==> config.mk <==
export PLATFORM = sky130hd
export DESIGN_NAME = pcfu_top
export DESIGN_NICKNAME = d
export VERILOG_FILES = /design/src/design/pcfu_pkg.sv /design/src/design/pcfu_clk_switch.sv /design/src/design/pcfu_feed.sv /design/src/design/pcfu_top.sv
export VERILOG_INCLUDE_DIRS = /design/src /design/src/design
export SDC_FILE = /design/constraint.sdc
export NUM_CORES = 1
export LEC_CHECK = 0
export BUFFER_PORTS_ARGS = -buffer_cell sky130_fd_sc_hd__buf_2
export CAP_MARGIN = 20
export CORE_MARGIN = 1
export CORE_UTILIZATION = 25
export DETAILED_ROUTE_END_ITERATION = 12
export PLACE_DENSITY = 0.55
export SLEW_MARGIN = 40
export SYNTH_ARGS = -nofsm -noshare
export SYNTH_HDL_FRONTEND = slang
export SYNTH_SLANG_ARGS = --single-unit
export TNS_END_PERCENT = 5
==> constraint.sdc <==
create_clock -name i_clk_sys -period 5.96 [get_ports i_clk_sys]
set_clock_uncertainty 0.15 [all_clocks]
set_input_delay 1.192 -clock i_clk_sys [delete_from_list [all_inputs] [get_ports i_clk_sys]]
set_output_delay 1.192 -clock i_clk_sys [all_outputs]
set_load 0.03 [all_outputs]
==> src/design/pcfu_params.svh <==
`ifndef PCFU_PARAMS_SVH
`define PCFU_PARAMS_SVH

// Register byte addresses
`define PCFU_ADDR_CTRL 32'he01fc080
`define PCFU_ADDR_CFG 32'he01fc084
`define PCFU_ADDR_STAT 32'he01fc088
`define PCFU_ADDR_FEED 32'he01fc08c

// Field positions
`define PCFU_CTRL_EN_BIT 0
`define PCFU_CTRL_CON_BIT 1
`define PCFU_CFG_MSEL_LSB 0
`define PCFU_CFG_PSEL_LSB 5
`define PCFU_STAT_EN_BIT 8
`define PCFU_STAT_CON_BIT 9
`define PCFU_STAT_LOCK_BIT 10

// Reset values
`define PCFU_CTRL_RST 2'h0
`define PCFU_MSEL_RST 5'h00
`define PCFU_PSEL_RST 2'h0

// Unlock bytes
`define PCFU_FEED_FIRST 8'haa
`define PCFU_FEED_SECOND 8'h55

// Timing
`define PCFU_CLK_PERIOD_NS 25
`define PCFU_SWITCH_GAP_NS 100
`define PCFU_SWITCH_GAP_CYC \
  ((`PCFU_SWITCH_GAP_NS + `PCFU_CLK_PERIOD_NS - 1) / `PCFU_CLK_PERIOD_NS)

`endif

==> src/design/pcfu_pkg.sv <==
package pcfu_pkg;

  typedef enum logic {PCFU_FEED_IDLE, PCFU_FEED_GOT_FIRST} pcfu_feed_state_t;

  typedef enum logic [1:0]
  {
    PCFU_SW_RUN_OSC,
    PCFU_SW_GAP_TO_LOOP,
    PCFU_SW_RUN_LOOP,
    PCFU_SW_GAP_TO_OSC
  } pcfu_sw_state_t;

endpackage

==> src/design/pcfu_clk_switch.sv <==
`include "pcfu_params.svh"

module pcfu_clk_switch
(
  // Clock and reset
  input wire logic i_clk_sys,
  input wire logic i_nrst,
  // Request
  input wire logic i_want_loop,
  // Gate controls
  output logic o_osc_gate,
  output logic o_loop_gate,
  output logic o_sel_loop
);

  localparam logic [3:0] GAP = 4'(`PCFU_SWITCH_GAP_CYC);

  pcfu_pkg::pcfu_sw_state_t state_ff;
  pcfu_pkg::pcfu_sw_state_t nxt_state;
  logic [3:0] cnt_ff;
  logic [3:0] nxt_cnt;

  // Break before make: old clock gated off, gap, then new one on
  always_comb
  begin
    nxt_state = state_ff;
    nxt_cnt = 4'h0;
    case (state_ff)
      pcfu_pkg::PCFU_SW_RUN_OSC:
        if (i_want_loop)
          nxt_state = pcfu_pkg::PCFU_SW_GAP_TO_LOOP;
      pcfu_pkg::PCFU_SW_GAP_TO_LOOP:
      begin
        nxt_cnt = cnt_ff + 4'h1;
        if (cnt_ff == GAP - 4'h1)
          nxt_state = pcfu_pkg::PCFU_SW_RUN_LOOP;
      end
      pcfu_pkg::PCFU_SW_RUN_LOOP:
        if (!i_want_loop)
          nxt_state = pcfu_pkg::PCFU_SW_GAP_TO_OSC;
      default:
      begin
        nxt_cnt = cnt_ff + 4'h1;
        if (cnt_ff == GAP - 4'h1)
          nxt_state = pcfu_pkg::PCFU_SW_RUN_OSC;
      end
    endcase
  end

  always_ff @(posedge i_clk_sys)
  begin
    if (!i_nrst)
    begin
      state_ff <= pcfu_pkg::PCFU_SW_RUN_OSC;
      cnt_ff <= 4'h0;
    end
    else
    begin
      state_ff <= nxt_state;
      cnt_ff <= nxt_cnt;
    end
  end

  assign o_osc_gate = (state_ff == pcfu_pkg::PCFU_SW_RUN_OSC);
  assign o_loop_gate = (state_ff == pcfu_pkg::PCFU_SW_RUN_LOOP);
  assign o_sel_loop = (state_ff == pcfu_pkg::PCFU_SW_GAP_TO_LOOP) ||
                      (state_ff == pcfu_pkg::PCFU_SW_RUN_LOOP);

endmodule

==> src/design/pcfu_feed.sv <==
`include "pcfu_params.svh"

module pcfu_feed
(
  // Clock and reset
  input wire logic i_clk_sys,
  input wire logic i_nrst,
  // Bus cycle view
  input wire logic i_bus_cycle,
  input wire logic i_feed_wr,
  input wire logic [7:0] i_wdata,
  // Result
  output logic o_feed_ok
);

  pcfu_pkg::pcfu_feed_state_t state_ff;
  pcfu_pkg::pcfu_feed_state_t nxt_state;
  logic nxt_ok;

  always_comb
  begin
    nxt_state = pcfu_pkg::PCFU_FEED_IDLE;
    nxt_ok = 1'b0;
    if (i_bus_cycle && i_feed_wr)
    begin
      case (state_ff)
        pcfu_pkg::PCFU_FEED_IDLE:
        begin
          if (i_wdata == `PCFU_FEED_FIRST)
            nxt_state = pcfu_pkg::PCFU_FEED_GOT_FIRST;
        end
        default:
        begin
          nxt_ok = (i_wdata == `PCFU_FEED_SECOND);
        end
      endcase
    end
    else if (!i_bus_cycle)
    begin
      // Idle clocks are not bus cycles and keep the sequence alive
      nxt_state = state_ff;
    end
  end

  always_ff @(posedge i_clk_sys)
  begin
    if (!i_nrst)
    begin
      state_ff <= pcfu_pkg::PCFU_FEED_IDLE;
      o_feed_ok <= 1'b0;
    end
    else
    begin
      state_ff <= nxt_state;
      o_feed_ok <= nxt_ok;
    end
  end

endmodule

==> src/design/pcfu_top.sv <==
// Functional notes
// - Control writes held until valid unlock
// - Active enable powers loop toward lock
// - Loop clock only when enable and connect
// - Connect without enable acts as off
// - Clock changeover is glitch free
// - No lock check, no auto disconnect
// - Config writes held until valid unlock
// - Multiplier bits 4:0, divider bits 6:5
// - Status shows active multiplier and divider
// - Status 8,9 active bits, cleared on power-down
// - Status bit 10 is lock flag
// - Lock flag drives interrupt source
// - Unlock is 0xAA then 0x55
// - Feed writes on consecutive bus cycles
// - Bad feed leaves active state unchanged
// - Power-down disables loop, no restore
// - Multiplier field is factor minus one
// - Divider field encodes 1,2,4,8
`include "pcfu_params.svh"

module pcfu_top
(
  // Clock and reset
  input wire logic i_clk_sys,
  input wire logic i_nrst,
  // Peripheral bus
  input wire logic i_bus_valid,
  input wire logic i_bus_write,
  input wire logic [31:0] i_bus_addr,
  input wire logic [7:0] i_bus_wdata,
  output logic [15:0] o_bus_rdata,
  output logic o_bus_rvalid,
  // Power control
  input wire logic i_pd_entry,
  // Analog loop
  input wire logic i_loop_lock,
  output logic o_loop_power,
  output logic [5:0] o_mult_factor,
  output logic [3:0] o_div_factor,
  // Clock selection
  output logic o_osc_gate,
  output logic o_loop_gate,
  output logic o_sel_loop,
  // Interrupt source
  output logic o_lock_irq
);

  function automatic logic [5:0] mult_of(input logic [4:0] f);
    mult_of = {1'b0, f} + 6'h01;
  endfunction

  function automatic logic [3:0] div_of(input logic [1:0] f);
    div_of = 4'h1 << f;
  endfunction

  logic ctrl_en_hold_ff;
  logic ctrl_con_hold_ff;
  logic [4:0] msel_hold_ff;
  logic [1:0] psel_hold_ff;
  logic en_ff;
  logic con_ff;
  logic [4:0] msel_ff;
  logic [1:0] psel_ff;
  logic lock_s1_ff;
  logic lock_s2_ff;
  logic [15:0] rdata_ff;
  logic rvalid_ff;
  logic nxt_en;
  logic nxt_con;
  logic feed_ok;

  // Address decode
  wire hit_ctrl = (i_bus_addr == `PCFU_ADDR_CTRL);
  wire hit_cfg = (i_bus_addr == `PCFU_ADDR_CFG);
  wire hit_stat = (i_bus_addr == `PCFU_ADDR_STAT);
  wire hit_feed = (i_bus_addr == `PCFU_ADDR_FEED);
  wire wr = i_bus_valid && i_bus_write;
  wire rd = i_bus_valid && !i_bus_write;
  wire wr_ctrl = wr && hit_ctrl;
  wire wr_cfg = wr && hit_cfg;
  wire wr_feed = wr && hit_feed;

  // Read mux; reserved bits and unmapped space read zero
  logic [15:0] status_word;
  logic [15:0] rd_word;
  assign status_word = {5'h00, lock_s2_ff, con_ff, en_ff, 1'b0,
                        psel_ff, msel_ff};
  assign rd_word = hit_ctrl ? {14'h0000, ctrl_con_hold_ff, ctrl_en_hold_ff}
                 : hit_cfg ? {9'h000, psel_hold_ff, msel_hold_ff}
                 : hit_stat ? status_word
                 : 16'h0000;

  // Lock pin comes from the analog loop, asynchronous
  always_ff @(posedge i_clk_sys)
  begin
    if (!i_nrst)
    begin
      lock_s1_ff <= 1'b0;
      lock_s2_ff <= 1'b0;
    end
    else
    begin
      lock_s1_ff <= i_loop_lock;
      lock_s2_ff <= lock_s1_ff;
    end
  end

  always_ff @(posedge i_clk_sys)
  begin
    if (!i_nrst)
    begin
      {ctrl_con_hold_ff, ctrl_en_hold_ff} <= `PCFU_CTRL_RST;
      msel_hold_ff <= `PCFU_MSEL_RST;
      psel_hold_ff <= `PCFU_PSEL_RST;
    end
    else
    begin
      if (wr_ctrl)
      begin
        ctrl_en_hold_ff <= i_bus_wdata[`PCFU_CTRL_EN_BIT];
        ctrl_con_hold_ff <= i_bus_wdata[`PCFU_CTRL_CON_BIT];
      end
      if (wr_cfg)
      begin
        msel_hold_ff <= i_bus_wdata[`PCFU_CFG_MSEL_LSB +: 5];
        psel_hold_ff <= i_bus_wdata[`PCFU_CFG_PSEL_LSB +: 2];
      end
    end
  end

  pcfu_feed u_feed
  (
    .i_clk_sys(i_clk_sys),
    .i_nrst(i_nrst),
    .i_bus_cycle(i_bus_valid),
    .i_feed_wr(wr_feed),
    .i_wdata(i_bus_wdata),
    .o_feed_ok(feed_ok)
  );

  // power-down clears and beats a same-cycle feed
  always_comb
  begin
    nxt_en = en_ff;
    nxt_con = con_ff;
    if (i_pd_entry)
    begin
      nxt_en = 1'b0;
      nxt_con = 1'b0;
    end
    else if (feed_ok)
    begin
      nxt_en = ctrl_en_hold_ff;
      nxt_con = ctrl_con_hold_ff;
    end
  end

  // active shadow moves on a good feed; power-down also clears en and con
  always_ff @(posedge i_clk_sys)
  begin
    if (!i_nrst)
    begin
      en_ff <= 1'b0;
      con_ff <= 1'b0;
      msel_ff <= `PCFU_MSEL_RST;
      psel_ff <= `PCFU_PSEL_RST;
    end
    else
    begin
      en_ff <= nxt_en;
      con_ff <= nxt_con;
      if (feed_ok)
      begin
        msel_ff <= msel_hold_ff;
        psel_ff <= psel_hold_ff;
      end
    end
  end

  always_ff @(posedge i_clk_sys)
  begin
    if (!i_nrst)
    begin
      rdata_ff <= 16'h0000;
      rvalid_ff <= 1'b0;
    end
    else
    begin
      rvalid_ff <= rd;
      if (rd)
        rdata_ff <= rd_word;
    end
  end

  assign o_bus_rdata = rdata_ff;
  assign o_bus_rvalid = rvalid_ff;

  assign o_loop_power = en_ff;
  assign o_mult_factor = mult_of(msel_ff);
  assign o_div_factor = div_of(psel_ff);
  assign o_lock_irq = lock_s2_ff;

  // connect needs both bits, lock ignored
  wire want_loop = en_ff && con_ff;

  pcfu_clk_switch u_switch
  (
    .i_clk_sys(i_clk_sys),
    .i_nrst(i_nrst),
    .i_want_loop(want_loop),
    .o_osc_gate(o_osc_gate),
    .o_loop_gate(o_loop_gate),
    .o_sel_loop(o_sel_loop)
  );

  // Helper: track feed pattern for checking
  logic aa_seen_ff;
  always_ff @(posedge i_clk_sys)
  begin
    if (!i_nrst)
      aa_seen_ff <= 1'b0;
    else if (i_bus_valid)
      aa_seen_ff <= wr_feed && (i_bus_wdata == `PCFU_FEED_FIRST) &&
                    !aa_seen_ff;
  end

  AST_FEED_APPLIES:
  assert property (@(posedge i_clk_sys) disable iff (!i_nrst)
    (aa_seen_ff && wr_feed && i_bus_wdata == `PCFU_FEED_SECOND) ##1
    !i_pd_entry |=> (en_ff == $past(ctrl_en_hold_ff, 2) &&
    msel_ff == $past(msel_hold_ff, 2)))
  else $error("good feed did not load active state");

  AST_ACTIVE_STABLE:
  assert property (@(posedge i_clk_sys) disable iff (!i_nrst)
    (!feed_ok && !i_pd_entry) |=> ($stable(en_ff) && $stable(con_ff) &&
     $stable(msel_ff) && $stable(psel_ff)))
  else $error("active state changed without good feed");

  AST_FEED_ORDER:
  assert property (@(posedge i_clk_sys) disable iff (!i_nrst)
    feed_ok |-> $past(aa_seen_ff) &&
    $past(i_bus_wdata) == `PCFU_FEED_SECOND && $past(wr_feed))
  else $error("feed accepted out of order");

  AST_INTERVENING:
  assert property (@(posedge i_clk_sys) disable iff (!i_nrst)
    (aa_seen_ff && i_bus_valid && !wr_feed) |=> !feed_ok)
  else $error("feed accepted across another bus cycle");

  AST_PD_CLEARS:
  assert property (@(posedge i_clk_sys) disable iff (!i_nrst)
    i_pd_entry |=> (!en_ff && !con_ff && !o_loop_power))
  else $error("power-down left loop enabled");

  AST_CONNECT_NEEDS_EN:
  assert property (@(posedge i_clk_sys) disable iff (!i_nrst)
    o_loop_gate |-> en_ff || $past(en_ff))
  else $error("loop clock gated in while disabled");

  AST_NO_OVERLAP:
  assert property (@(posedge i_clk_sys) disable iff (!i_nrst)
    $fell(o_osc_gate) |-> !o_loop_gate [*4])
  else $error("clock gates overlap during changeover");

  AST_LOCK_LATENCY:
  assert property (@(posedge i_clk_sys) disable iff (!i_nrst)
    $rose(i_loop_lock) ##1 i_loop_lock |=> o_lock_irq)
  else $error("lock flag not seen after two cycles");

  AST_STATUS_READ:
  assert property (@(posedge i_clk_sys) disable iff (!i_nrst)
    (rd && hit_stat) |=> o_bus_rvalid &&
    o_bus_rdata == $past(status_word))
  else $error("status read returned wrong word");

  AST_SWITCH_BOUND:
  assert property (@(posedge i_clk_sys) disable iff (!i_nrst)
    (want_loop && o_osc_gate) |-> ##[1:8] (o_loop_gate || !want_loop))
  else $error("loop clock not selected in time");

  AST_RESERVED_ZERO:
  assert property (@(posedge i_clk_sys) disable iff (!i_nrst)
    rd |=> (o_bus_rdata[15:11] == 5'h00 && !o_bus_rdata[7]))
  else $error("reserved read bits not zero");

  AST_RVALID_PULSE:
  assert property (@(posedge i_clk_sys) disable iff (!i_nrst)
    o_bus_rvalid |-> $past(rd))
  else $error("read valid without a read");

  AST_LOAD_CONFIG:
  assert property (@(posedge i_clk_sys) disable iff (!i_nrst)
    feed_ok |=> (msel_ff == $past(msel_hold_ff) &&
    psel_ff == $past(psel_hold_ff)))
  else $error("good feed did not load configuration");

  AST_CONFIG_HELD:
  assert property (@(posedge i_clk_sys) disable iff (!i_nrst)
    (wr_cfg && !feed_ok) |=> ($stable(msel_ff) && $stable(psel_ff)))
  else $error("configuration write reached active state");

  AST_MAKE_AFTER_BREAK:
  assert property (@(posedge i_clk_sys) disable iff (!i_nrst)
    $rose(o_loop_gate) |-> ($past(o_sel_loop) && !$past(o_osc_gate)))
  else $error("loop clock gated in before changeover gap");

  AST_NO_DISCONNECT:
  assert property (@(posedge i_clk_sys) disable iff (!i_nrst)
    (want_loop && o_loop_gate && $fell(o_lock_irq)) |=> o_loop_gate)
  else $error("loop disconnected on loss of lock");

  AST_MULT_RANGE:
  assert property (@(posedge i_clk_sys) disable iff (!i_nrst)
    (o_mult_factor != 6'h00) && (o_mult_factor <= 6'h20))
  else $error("multiplier factor outside 1 to 32");

  AST_DIV_ONEHOT:
  assert property (@(posedge i_clk_sys) disable iff (!i_nrst)
    $onehot(o_div_factor))
  else $error("divider factor not a power of two");

  COV_FEED: cover property (@(posedge i_clk_sys) disable iff (!i_nrst)
    feed_ok);
  COV_SWITCH_LOOP: cover property (@(posedge i_clk_sys)
    disable iff (!i_nrst) $rose(o_loop_gate));
  COV_PD: cover property (@(posedge i_clk_sys) disable iff (!i_nrst)
    i_pd_entry && o_loop_gate);
  COV_LOCK_LOST: cover property (@(posedge i_clk_sys)
    disable iff (!i_nrst) $fell(o_lock_irq) && o_loop_gate);
  COV_FEED_BROKEN: cover property (@(posedge i_clk_sys)
    disable iff (!i_nrst) aa_seen_ff && i_bus_valid && !wr_feed);

endmodule

* Yosys cells after proc, flatten, opt, wreduce, memory -nomap -nowiden
Cells that the tools add are included.
Storage, ports and cells: RAM bits 0, memories 0, register bits 45, memory bits (read-only) 0, output and inout bits 32, bits in latches 0, input port bits 46
Cells by class: shifts and indexed selects 1, reductions and logical operators 16, mux-type cells 12, bitwise gates (word level) 1, equal/unequal tests 12, add/sub/neg operators 2, div/mod/pow operators 0, order comparisons 0, multipliers 0
Operators with widths (count):
- $eq A32 B32 Y1 const B | 4
- $mux W11 | 3
- $eq A8 B7 Y1 const B | 1
- $eq A8 B8 Y1 const B | 1
- $mux W2 | 4
- $logic_and A1 B1 Y1 | 7
- $add A5 B1 Y6 const B | 1
- $pmux W2 S3 | 1
- $add A4 B1 Y4 const B | 1
- $eq A4 B2 Y1 const B | 1
- $mux W1 | 4
- $ne A2 B1 Y1 const B | 2
- $reduce_and A4 Y1 | 1
- $shl A1 B2 Y4 const A | 1
- $reduce_and A3 Y1 | 1
- $reduce_bool A3 Y1 | 1
- $reduce_or A3 Y1 | 1
- $eq A2 B1 Y1 const B | 1
- $eq A2 B2 Y1 const B | 1
- $logic_not A2 Y1 | 1
- $ne A2 B2 Y1 const B | 1
- $reduce_bool A2 Y1 | 1
- $reduce_or A2 Y1 | 1
- $logic_not A1 Y1 | 1
- other kinds (2) | 2

* Longest topological paths before layout
Gate-level depths: netlist of run 1.
word-level depth 4, gate-level depth with buffers 6

* Hierarchy
From an unflattened synthesis of run 1, not the netlist that was laid out.
Unflattened totals: cells, all modules 216, area, all modules 2040.7 um^2
By module, submodules not included:
- pcfu_top | cells each 173, sequential area each 620.6 um^2, area an instance 1605.3 um^2, times used 1
- pcfu_clk_switch | cells each 32, sequential area each 120.1 um^2, area an instance 311.5 um^2, times used 1
- pcfu_feed | cells each 11, sequential area each 40.0 um^2, area an instance 123.9 um^2, times used 1

* Worst setup path after synthesis of run 1
Ideal clock, no wire load.
path type input to register, start point input port i_bus_addr[26], end point register msel_hold_ff[0], required time 5.738 ns, arrival 2.431 ns, stages on the path 4, path slack 3.307 ns, path through nor4bb_1 -> nand4_1 -> nor4_4 -> mux2i_1
Between the ends: word-level cells in the longest chain between the ends 2
Ends and longest elaborated chain:
- from (decl) | RTL line pcfu_top.sv:30 | input wire logic [31:0] i_bus_addr,
- $eq A32 B32 Y1 (no line)
- $logic_and A1 B1 Y1 | RTL line pcfu_top.sv:81 | wire wr_cfg = wr && hit_cfg;
- to (signal assigned) | RTL line pcfu_top.sv:114 | msel_hold_ff <= `PCFU_MSEL_RST;
- to (signal assigned) | RTL line pcfu_top.sv:126 | msel_hold_ff <= i_bus_wdata[`PCFU_CFG_MSEL_LSB +: 5];
- to (decl) | RTL line pcfu_top.sv:59 | logic [4:0] msel_hold_ff;
Every way passes these cells. A chain may end at the register's enable or synchronous reset.

* Worst setup path after layout of run 1
start point input port i_bus_addr[1], end point register psel_hold_ff[0]
Between the ends: word-level cells in the longest chain between the ends 2
Ends and longest elaborated chain:
- $eq A32 B32 Y1 (no line)
- $logic_and A1 B1 Y1 | RTL line pcfu_top.sv:81
- to (signal assigned) | RTL line pcfu_top.sv:115 | psel_hold_ff <= `PCFU_PSEL_RST;
- to (signal assigned) | RTL line pcfu_top.sv:127 | psel_hold_ff <= i_bus_wdata[`PCFU_CFG_PSEL_LSB +: 2];
- to (decl) | RTL line pcfu_top.sv:60 | logic [1:0] psel_hold_ff;
Every way passes these cells.

==> results of run 1 <==
-- metrics by stage --
| step | utilization | hold slack [ns] | setup slack, ns |
|---|---|---|---|
| detailed placement | 0.321 | 0.285 | 2.52 |
| CTS | 0.332 | 0.300 | 2.81 |
| floorplan | - | 0.262 | 3.31 |
| global route | 0.332 | 0.322 | 2.66 |
| global placement | 0.321 | 0.272 | 2.60 |
| finish | 0.332 | 0.298 | 2.86 |
-- power by group through the flow --
stage / Combinational [W] / Sequential (W) / Clock (W)
finish: 0.0000787 / 0.000268 / 0.000169
detailed placement: 0.0000788 / 0.000274 / 0
CTS: 0.0000792 / 0.000268 / 0.000176
global route: 0.0000865 / 0.000268 / 0.000186
global placement: 0.0000782 / 0.000274 / 0
floorplan: 0.0000537 / 0.000274 / 0
-- per-layer routing --
layer | wire, um | vias to the layer above | part of all wire | global-route usage
met2 | 2220 | 58 | 0.46 | 0.189
met1 | 2260 | 810 | 0.47 | 0.158
li1 | - | 881 | - | -
met5 | 0 | - | 0 | 0
met3 | 312 | 6 | 0.064 | 0.0303
met4 | 58 | 0 | 0.012 | 0.0403
-- registers in the layout, summed over array words and instances, names as in the netlist, 2 cells and up --
signal and flops:
o_bus_rdata 10, msel_ff 5, msel_hold_ff 5, u_switch.cnt_ff 4
psel_ff 2, psel_hold_ff 2, u_switch.state_ff 2
-- kinds of logic after synthesis --
family,share of synthesized area
AOI/OAI and AO/OA,0.0834
xor gates and xnor gates,0.0223
adders and majority gates,0.0318
buffers and inverters,0.0554
DFF,0.397
muxes,0.102
other,0.00191
and+or+nand+nor,0.306
-- layout make-up --
type,instances,share of cell area
Multi-Input combinational cell,160,0.445
Sequential cell,39,0.318
Clock buffer,7,0.0311
Timing Repair Buffer,71,0.145
Tap cell,99,0.0504
Clock inverter,1,0.00204
Inverter,6,0.00916
-- worst paths after layout --
| path | startpoint | end | slack [ns] | cells after the start |
|---|---|---|---|---|
| max | i_bus_addr[1] | psel_hold_ff[0]$_SDFFE_PN0P_ | 2.86 | 5 |
| min | u_switch.cnt_ff[0]$_SDFF_PP0_ | u_switch.cnt_ff[0]$_SDFF_PP0_ | 0.30 | 1 |
| max reg2reg | u_switch.cnt_ff[0]$_SDFF_PP0_ | u_switch.state_ff[1]$_SDFFE_PN0P_ | 3.92 | 5 |
| min reg2reg | u_switch.cnt_ff[0]$_SDFF_PP0_ | u_switch.cnt_ff[0]$_SDFF_PP0_ | 0.30 | 1 |
-- layout by cell type (no fill, tap or decap), types with 3 or more instances in the layout --
master	netlist	final
o41ai_1	5	5
a21oi_1	6	6
nor2b_1	4	4
xnor2_1	3	3
nor2_1	19	19
and2_1	8	8
ha_1	5	5
buf_2	3	71
dfxtp_1	39	39
inv_1	6	6
nor4bb_1	8	8
nand2_1	34	34
or3_1	3	3
conb_1	1	6
mux2i_1	20	20
nand3_1	3	3
nor4b_2	3	3
a22oi_1	5	5
nand4_1	5	5
clkbuf_8	0	5
==> results.md, run 1 <==
- FFs w/ async S/R, synth: 0
- Worst-path fanout max: 13
- CP delay by family, top: simple AND/OR/NAND/NOR gates
- Hold Vio Cnt, Final: 0
- Post-synth top area share: 0.397
- Clock latency on the worst-skew pair: 0.29 ns
- Inst Count DP: 375
- Tightest Hold Check Type: flop to flop
- Iter 0 DRT Violations: 77
- Starting Density: 0.265
- Sw frac: 0.267
- Rel. slew slack: 0.570
- Count leader, synth: dfxtp_1
- Final setup violating endpoints: 0
- Internal: 0.000378 W
- Gate Count Post-Synth: 216
- Primary FF master, synth: dfxtp_1
- CP required: 6.02 ns
- Leak Pwr: 1.01 nW
- Core ar.: 7410 sq um
- Worst Setup End Kind: flop
- Post-DP HPWL: 3.82 mm
- Design area: 2460 sq um
- Final WL: 4.86 mm
- Cts hold-fix bufs: 0
- Crit Path Category: input port to flop
- Share of layout cells above drive strength 1: 0.296
- Drt first pass iters: 6
- Site row count: 31
- Worst setup SP type: input port
- Vias in the first global route: 1,608
- Post-synthesis register bit count: 39
- Total track usage: 0.120
- H-tree depth: 2
- Sequential element share of the synthesized area: 0.397
- Slowest CP cell: nor4_4
- Post-CTS resize count: 0
- Synth top area cells: dfxtp_1 40%, mux2i_1 10%, nand2_1 6.5%
- Fill cell count: 796
- Avg Cell Area, Syn: 9.09 sq um
- Total gr overflow: 0
- Total CTS buffers: 5
- P per Cell Area: 210 nW/um^2
- Psw: 0.000138 W
- Placed cell area: 2380 sq um
- Largest net degree at the start of global routing: 32
- MaxCap Viol Count: 0
- CTS tree: built
- Die area: 8220 sq um
- RSZ-0062 raised after global routing: no
- Area of the multi-input gates: 1090 sq um
- Initial antenna violation count: 0
- Clock slew at reported path FFs: 0.07 ns
- First-pass GRT wire length: 7.81 mm
- Die Height: 90.6 um
- CP Buf/Inv Count: 1
- IO Count: 78
- # DRC: 0
- Clock share of power: 0.328
- Gate power share: 0.153
- Register area: 781 sq um
- Setup TNS: 0 ns
- Min Tclk post-route: 3.10 ns
- Routed via count: 1,755
- CTS root buf: clkbuf_8
- Status: finished clean
- Final nets: 334
- Final period utilization: 0.520
- Clock sinks: 39
- Flop pwr share: 0.520
- Final GP Congestion: 0.788
- Cells along the critical path: buf_2 > nor4bb_1 > nand4_1 > nor4_4 > mux2i_1
- PnR Total Power: 0.000515 W
- Routed len/inst: 12.7 um
- Final Slew Violations: 0
- Worst Path Arrival: 3.16 ns
- Slew @ Worst Pin: 0.644 ns
- Diode count: 0
- YS warnings: 0
- IO buf count: 71
- Peak supply drop: 0.0883 mV
- Synth cell count leaders: 39 x dfxtp_1, 34 x nand2_1, 20 x mux2i_1
- Detail Route Antenna Nets: 0
- Max Root-Sink Buffers: 2
- Max incr delay on CP: 0.77 ns
- Setup Fix Bufs, Post-CTS: 0
- P&R area growth vs syn: 25.1%
- Vias per cell: 4.58
- EDFF count, synth: 0
- Highest clock rate: 0.323 GHz
- Die width: 90.6 um
- Synth Cell Area: 1960 sq um
- Synth cell types: 38
- Final std cells w/o fill: 383
- Synth area leader: dfxtp_1
No activity file was read; power rests on OpenSTA's default activity.
==> run 2: changes to the inputs <==
--- a/config.mk
+++ b/config.mk
@@ -6,12 +6,13 @@
 export SDC_FILE = /design/constraint.sdc
 export NUM_CORES = 1
 export LEC_CHECK = 0
+export ABC_AREA = 1
 export BUFFER_PORTS_ARGS = -buffer_cell sky130_fd_sc_hd__buf_2
 export CAP_MARGIN = 20
 export CORE_MARGIN = 1
 export CORE_UTILIZATION = 25
 export DETAILED_ROUTE_END_ITERATION = 12
-export PLACE_DENSITY = 0.55
+export PLACE_DENSITY = 0.56
 export SLEW_MARGIN = 40
 export SYNTH_ARGS = -nofsm -noshare
 export SYNTH_HDL_FRONTEND = slang
==> constraint.sdc (replaced) <==
create_clock -name i_clk_sys -period 2.8 [get_ports i_clk_sys]
set_clock_uncertainty 0.15 [all_clocks]
set_input_delay 0.56 -clock i_clk_sys [delete_from_list [all_inputs] [get_ports i_clk_sys]]
set_output_delay 0.56 -clock i_clk_sys [all_outputs]
set_load 0.03 [all_outputs]
==> results.md, run 2 <==
- MaxCap Viol Count: 0
- CP required: 2.09 ns
- Total CTS buffers: 5
- Final setup violating endpoints: 0
- FF-to-FF setup slack: 1.35 ns
- Most common cell after layout, fill and taps aside: buf_2
- Slowest CP cell: dfxtp_1
- CTS tree: built
- Total track usage: 0.129
- Status: finished clean
- WL met2: 2.36 mm
- Wl on met1: 2.48 mm
- Routed via count: 2,062
- Starting Density: 0.262
- CP delay by family, top: flip-flops
- Clock sinks: 39
- P&R area growth vs syn: 27.4%
- YS warnings: 0
- Cells along the critical path: ha_1 > nand3_1 > xor2_1 > buf_2
- Post-synth top area share: 0.380
- IO Count: 78
- # DRC: 0
- Synth cell types: 28
- First-pass GRT wire length: 8.73 mm
- Most frequent cells in the layout: 71 x buf_2, 51 x nand2_1, 45 x inv_1
- Die area: 8590 sq um
- Crit Path Category: flop to primary output
- Met3 wire len: 251 um
- Highest metal used: met4
- Vias in the first global route: 1,948
- Worst Path Arrival: 1.35 ns
- Largest register FFs: 10
- IO buf count: 71
- Largest net degree at the start of global routing: 19
- Min Tclk post-route: 2.06 ns
- Hold Vio Cnt, Final: 0
- CP Buf/Inv Count: 1
- Post-DP HPWL: 4.18 mm
- Synth top area cells: dfxtp_1 38%, nand2_1 9.3%, inv_1 8.2%
- Max Root-Sink Buffers: 2
- H-tree depth: 2
- P per Cell Area: 459 nW/um^2
- Clock latency on the worst-skew pair: 0.29 ns
- Vias per cell: 4.30
- Final std cells w/o fill: 479
- Inst Count DP: 471
- Die Height: 92.7 um
- Detail Route Antenna Nets: 0
- Synth Cell Area: 2060 sq um
- Initial antenna violation count: 0
- Share of layout cells above drive strength 1: 0.263
- Die width: 92.7 um
- Gate Count Post-Synth: 304
- Leak Pwr: 1.22 nW
- Total gr overflow: 0
- CTS root buf: clkbuf_8
- Worst-path fanout max: 4
- Post-CTS resize count: 0
- Count leader, synth: nand2_1
- Setup TNS: 0 ns
- Site row count: 32
- Core ar.: 7850 sq um
- Worst setup SP type: flop
- Slew @ Worst Pin: 0.523 ns
- RSZ-0062 raised after global routing: no
- Synth cell count leaders: 51 x nand2_1, 45 x inv_1, 39 x dfxtp_1, 39 x nor2_1
- Clock slew at reported path FFs: 0.07 ns
- Highest clock rate: 0.486 GHz
- Routed len/inst: 10.8 um
- Peak supply drop: 0.148 mV
- Avg Cell Area, Syn: 6.77 sq um
- Tightest Hold Check Type: flop to flop
- Final period utilization: 0.735
- Final nets: 427
- EDFF count, synth: 0
- Cts hold-fix bufs: 0
- Synth area leader: dfxtp_1
- Post-synthesis register bit count: 39
- FFs w/ async S/R, synth: 0
- Worst Setup End Kind: primary output
- Primary FF master, synth: dfxtp_1
- Iter 0 DRT Violations: 94
- Rel. slew slack: 0.651
- Final Slew Violations: 0
- Max incr delay on CP: 0.40 ns
- Final GP Congestion: 0.789
- Diode count: 0
- Final WL: 5.16 mm
- Sequential element share of the synthesized area: 0.380
- Setup Fix Bufs, Post-CTS: 0
- Drt first pass iters: 4
[run 2: cell types whose count changed after synthesis, sizes merged, moves of 8 or more]
| cell | before | now |
|---|---|---|
| o21ai | 1 | 25 |
| nand3 | 3 | 24 |
| nand2 | 34 | 53 |
| mux2i | 20 | 0 |
| inv | 6 | 50 |
| nor4bb | 8 | 0 |
| nor2 | 19 | 48 |
| a21oi | 6 | 27 |
| and2 | 9 | 0 |
[run 2: area by class of cell]
class | count | area (sq um)
fillers | 878 | 5230
multi-input cells | 206 | 1020
flip-flops and latches | 39 | 781
repair buffers | 73 | 370
inverters | 51 | 191
well taps | 102 | 128
clock buffers | 6 | 72.6
clock inverters | 2 | 60.1
[run 2: final timing paths]
| path | cells after the start | to | from |
|---|---|---|---|
| min | 2 | o_lock_irq$_SDFF_PN0_ | lock_s1_ff$_SDFF_PN0_ |
| min reg2reg | 2 | o_lock_irq$_SDFF_PN0_ | lock_s1_ff$_SDFF_PN0_ |
| max reg2reg | 8 | u_switch.state_ff[1]$_SDFFE_PN0P_ | u_switch.cnt_ff[0]$_SDFF_PP0_ |
| max | 4 | o_mult_factor[4] | msel_ff[0]$_SDFFE_PN0P_ |
[run 2: tightest hold or removal path: stages (launching register included)]
cell,delay (ns)
dfxtp_1,0.31
nand2_1,0.04
inv_1,0.04
[run 2: through the flow]
stage | cell area, sq um | power [W] | utilization | worst slack, ns | hold slack [ns]
floorplan | 2080 | 0.000627 | - | 0.939 | 0.240
global placement | 2490 | 0.000667 | 0.317 | 0.639 | 0.258
detailed placement | 2490 | 0.000669 | 0.317 | 0.559 | 0.257
CTS | 2620 | 0.00122 | 0.334 | 0.725 | 0.281
global route | 2620 | 0.00125 | 0.334 | 0.584 | 0.317
finish | 2620 | 0.00120 | 0.334 | 0.741 | 0.272
[run 2: per-layer routing]
| metal | track usage | vias to the layer above |
|---|---|---|
| li1 | - | 1093 |
| met1 | 0.161 | 911 |
| met2 | 0.217 | 53 |
| met3 | 0.0337 | 5 |
| met4 | 0.0385 | 0 |
| met5 | 0 | - |
[run 2: logic make-up (layout without fill, tap and decap cells)]
family | Yosys count | after routing | share of synthesized area
adders and majority gates | 5 | 5 | 0.0304
DFF | 39 | 39 | 0.380
and+or+nand+nor | 138 | 138 | 0.302
other | 1 | 6 | 0.00182
buffers and inverters | 64 | 132 | 0.134
AOI/OAI and AO/OA | 54 | 54 | 0.139
xor gates and xnor gates | 3 | 3 | 0.0128
[run 2: power breakdown]
group / switching [W] / internal, W / leakage (nW)
clock network: 0.000192 / 0.000356 / 0.0654
logic: 0.0000616 / 0.0000369 / 0.839
registers: 0.000000556 / 0.000556 / 0.315
==> run 3: changes to the inputs <==
--- a/config.mk
+++ b/config.mk
@@ -12,7 +12,7 @@
 export CORE_MARGIN = 1
 export CORE_UTILIZATION = 25
 export DETAILED_ROUTE_END_ITERATION = 12
-export PLACE_DENSITY = 0.56
+export PLACE_DENSITY = 0.54
 export SLEW_MARGIN = 40
 export SYNTH_ARGS = -nofsm -noshare
 export SYNTH_HDL_FRONTEND = slang
==> constraint.sdc (replaced) <==
create_clock -name i_clk_sys -period 2 [get_ports i_clk_sys]
set_clock_uncertainty 0.15 [all_clocks]
set_input_delay 0.4 -clock i_clk_sys [delete_from_list [all_inputs] [get_ports i_clk_sys]]
set_output_delay 0.4 -clock i_clk_sys [all_outputs]
set_load 0.03 [all_outputs]
==> results.md, run 3 (synthesized netlist as in run 2, its figures left out) <==
- Hold Crit Start: i_loop_lock
- Peak supply drop: 0.244 mV
- Sw frac: 0.241
- Drt first pass iters: 4
- Max Root-Sink Buffers: 2
- Most common cell after layout, fill and taps aside: buf_2
- Reg2reg end: u_switch.state_ff[1]$_SDFFE_PN0P_
- Final setup violating endpoints: 0
- Initial antenna violation count: 0
- RSZ-0062 raised after global routing: no
- Crit Path Category: flop to primary output
- Detail Route Antenna Nets: 0
- Final std cells w/o fill: 483
- CTS tree: built
- Routed len/inst: 10.7 um
- Worst R2R Start: u_switch.cnt_ff[0]$_SDFF_PP0_
- Min setup slack post-route: 0.126 ns
- Highest clock rate: 0.534 GHz
- Worst Setup End Kind: primary output
- Worst setup SP type: flop
- Min Tclk post-route: 1.87 ns
- H-tree depth: 2
- CP startpoint: msel_ff[1]$_SDFFE_PN0P_
- Final GP Congestion: 0.824
- Diode count: 0
- Share of layout cells above drive strength 1: 0.276
- Vias in the first global route: 1,930
- Die area: 8590 sq um
- Most frequent cells in the layout: 70 x buf_2, 51 x nand2_1, 45 x inv_1
- MaxCap Viol Count: 0
- Leak Pwr: 1.23 nW
- Starting Density: 0.262
- Slowest CP cell: dfxtp_1
- FF-to-FF setup slack: 0.58 ns
- Hold EP: lock_s1_ff$_SDFF_PN0_
- Total gr overflow: 0
- Worst Hold Depth: 3
- IO buf count: 71
- Clock slew at reported path FFs: 0.07 ns
- Pre-CTS WS: 0.154 ns
- Max incr delay on CP: 0.39 ns
- Worst-path fanout max: 4
- Final period utilization: 0.937
- P per Cell Area: 556 nW/um^2
- Clock sinks: 39
- Worst r2r path cells: 8
- CTS root buf: clkbuf_8
- Hold Vio Cnt, Final: 0
- Site row count: 32
- Final WL: 5.17 mm
- Clock latency on the worst-skew pair: 0.29 ns
- Post-DP HPWL: 4.16 mm
- Worst Path Arrival: 1.32 ns
- Routed via count: 2,038
- # DRC: 0
- Most Crowded Layer GR: met2
- Met3 Use GR: 0.0353
- Psw: 0.000351 W
- Core ar.: 7850 sq um
- Tightest Hold Check Type: input port to flop
- Final Slew Violations: 0
- Total track usage: 0.129
- IO Count: 78
- Cells along the critical path: ha_1 > nand3_1 > xor2_1 > clkbuf_4
- Internal: 0.00110 W
- Iter 0 DRT Violations: 64
- Setup TNS: 0 ns
- Flop pwr share: 0.536
- Setup Fix Bufs, Post-CTS: 0
- Clock share of power: 0.367
- Met2 GRT Util: 0.214
- Vias per cell: 4.22
- CP delay by family, top: flip-flops
- Final nets: 432
- First-pass GRT wire length: 8.71 mm
- Largest register FFs: 10
- P&R area growth vs syn: 27.3%
- CP Depth: 4
- Met1 Resource Use GR: 0.165
- Die Height: 92.7 um
- Status: finished clean
- Die width: 92.7 um
- CP required: 1.45 ns
- Total CTS buffers: 5
- Gate power share: 0.097
- CP Buf/Inv Count: 1
- Inst Count DP: 476
- Largest net degree at the start of global routing: 19
-- run 3: layout make-up --
cell class,instances,area (sq um)
timing repair buffer,78,410
clock buffer,6,82.6
fill,903,5230
clock inverter,1,5.00
tap,102,128
multi-input combinational,206,1020
sequential,39,782
inverter,51,191
-- run 3: worst max path at each step --
| stage | endpoint | slack [ns] |
|---|---|---|
| 2_1_floorplan | o_mult_factor[5] | 0.30 |
| 3_3_place_gp | ctrl_en_hold_ff$_SDFFE_PN0P_ | 0.18 |
| 3_5_place_dp | ctrl_con_hold_ff$_SDFFE_PN0P_ | 0.15 |
| 4_1_cts | o_mult_factor[4] | 0.10 |
| 5_1_grt | o_mult_factor[4] | 0.02 |
| 6_report | o_mult_factor[4] | 0.13 |
-- run 3: metal layers --
layer / up-vias / share of wire
li1: 1108 / -
met5: - / 0
met4: 0 / 0.0077
met1: 873 / 0.49
met3: 4 / 0.063
met2: 53 / 0.44
-- run 3: timing repair --
item | in CTS | in global routing
hold buffers | 0 | 0
resized for setup | 0 | 2
endpoints found under the setup margin | 0 | 1
-- run 3: metrics by stage --
stage	cell area, sq um	hold WS (ns)	util	power (W)
2_1_floorplan	2080	0.240	-	0.000877
3_3_place_gp	2530	0.255	0.322	0.000938
3_5_place_dp	2530	0.256	0.322	0.000939
4_1_cts	2610	0.152	0.333	0.00147
5_1_grt	2620	0.148	0.334	0.00152
6_report	2620	0.155	0.334	0.00145
-- run 3: worst reg2reg max path, stage by stage (launching register included) --
cell     delay, ns
dfxtp_1       0.36
ha_1          0.17
inv_1         0.04
nor2_1        0.10
nand2_1       0.07
o21ai_0       0.07
nand3_1       0.13
o21ai_0       0.17
a21oi_1       0.05
-- run 3: power groups by stage --
stage	registers [W]	clock network [W]	logic, W
global placement	0.000798	0	0.000140
CTS	0.000779	0.000546	0.000142
detailed placement	0.000798	0	0.000142
global route	0.000779	0.000587	0.000157
finish	0.000779	0.000534	0.000141
floorplan	0.000801	0	0.0000767
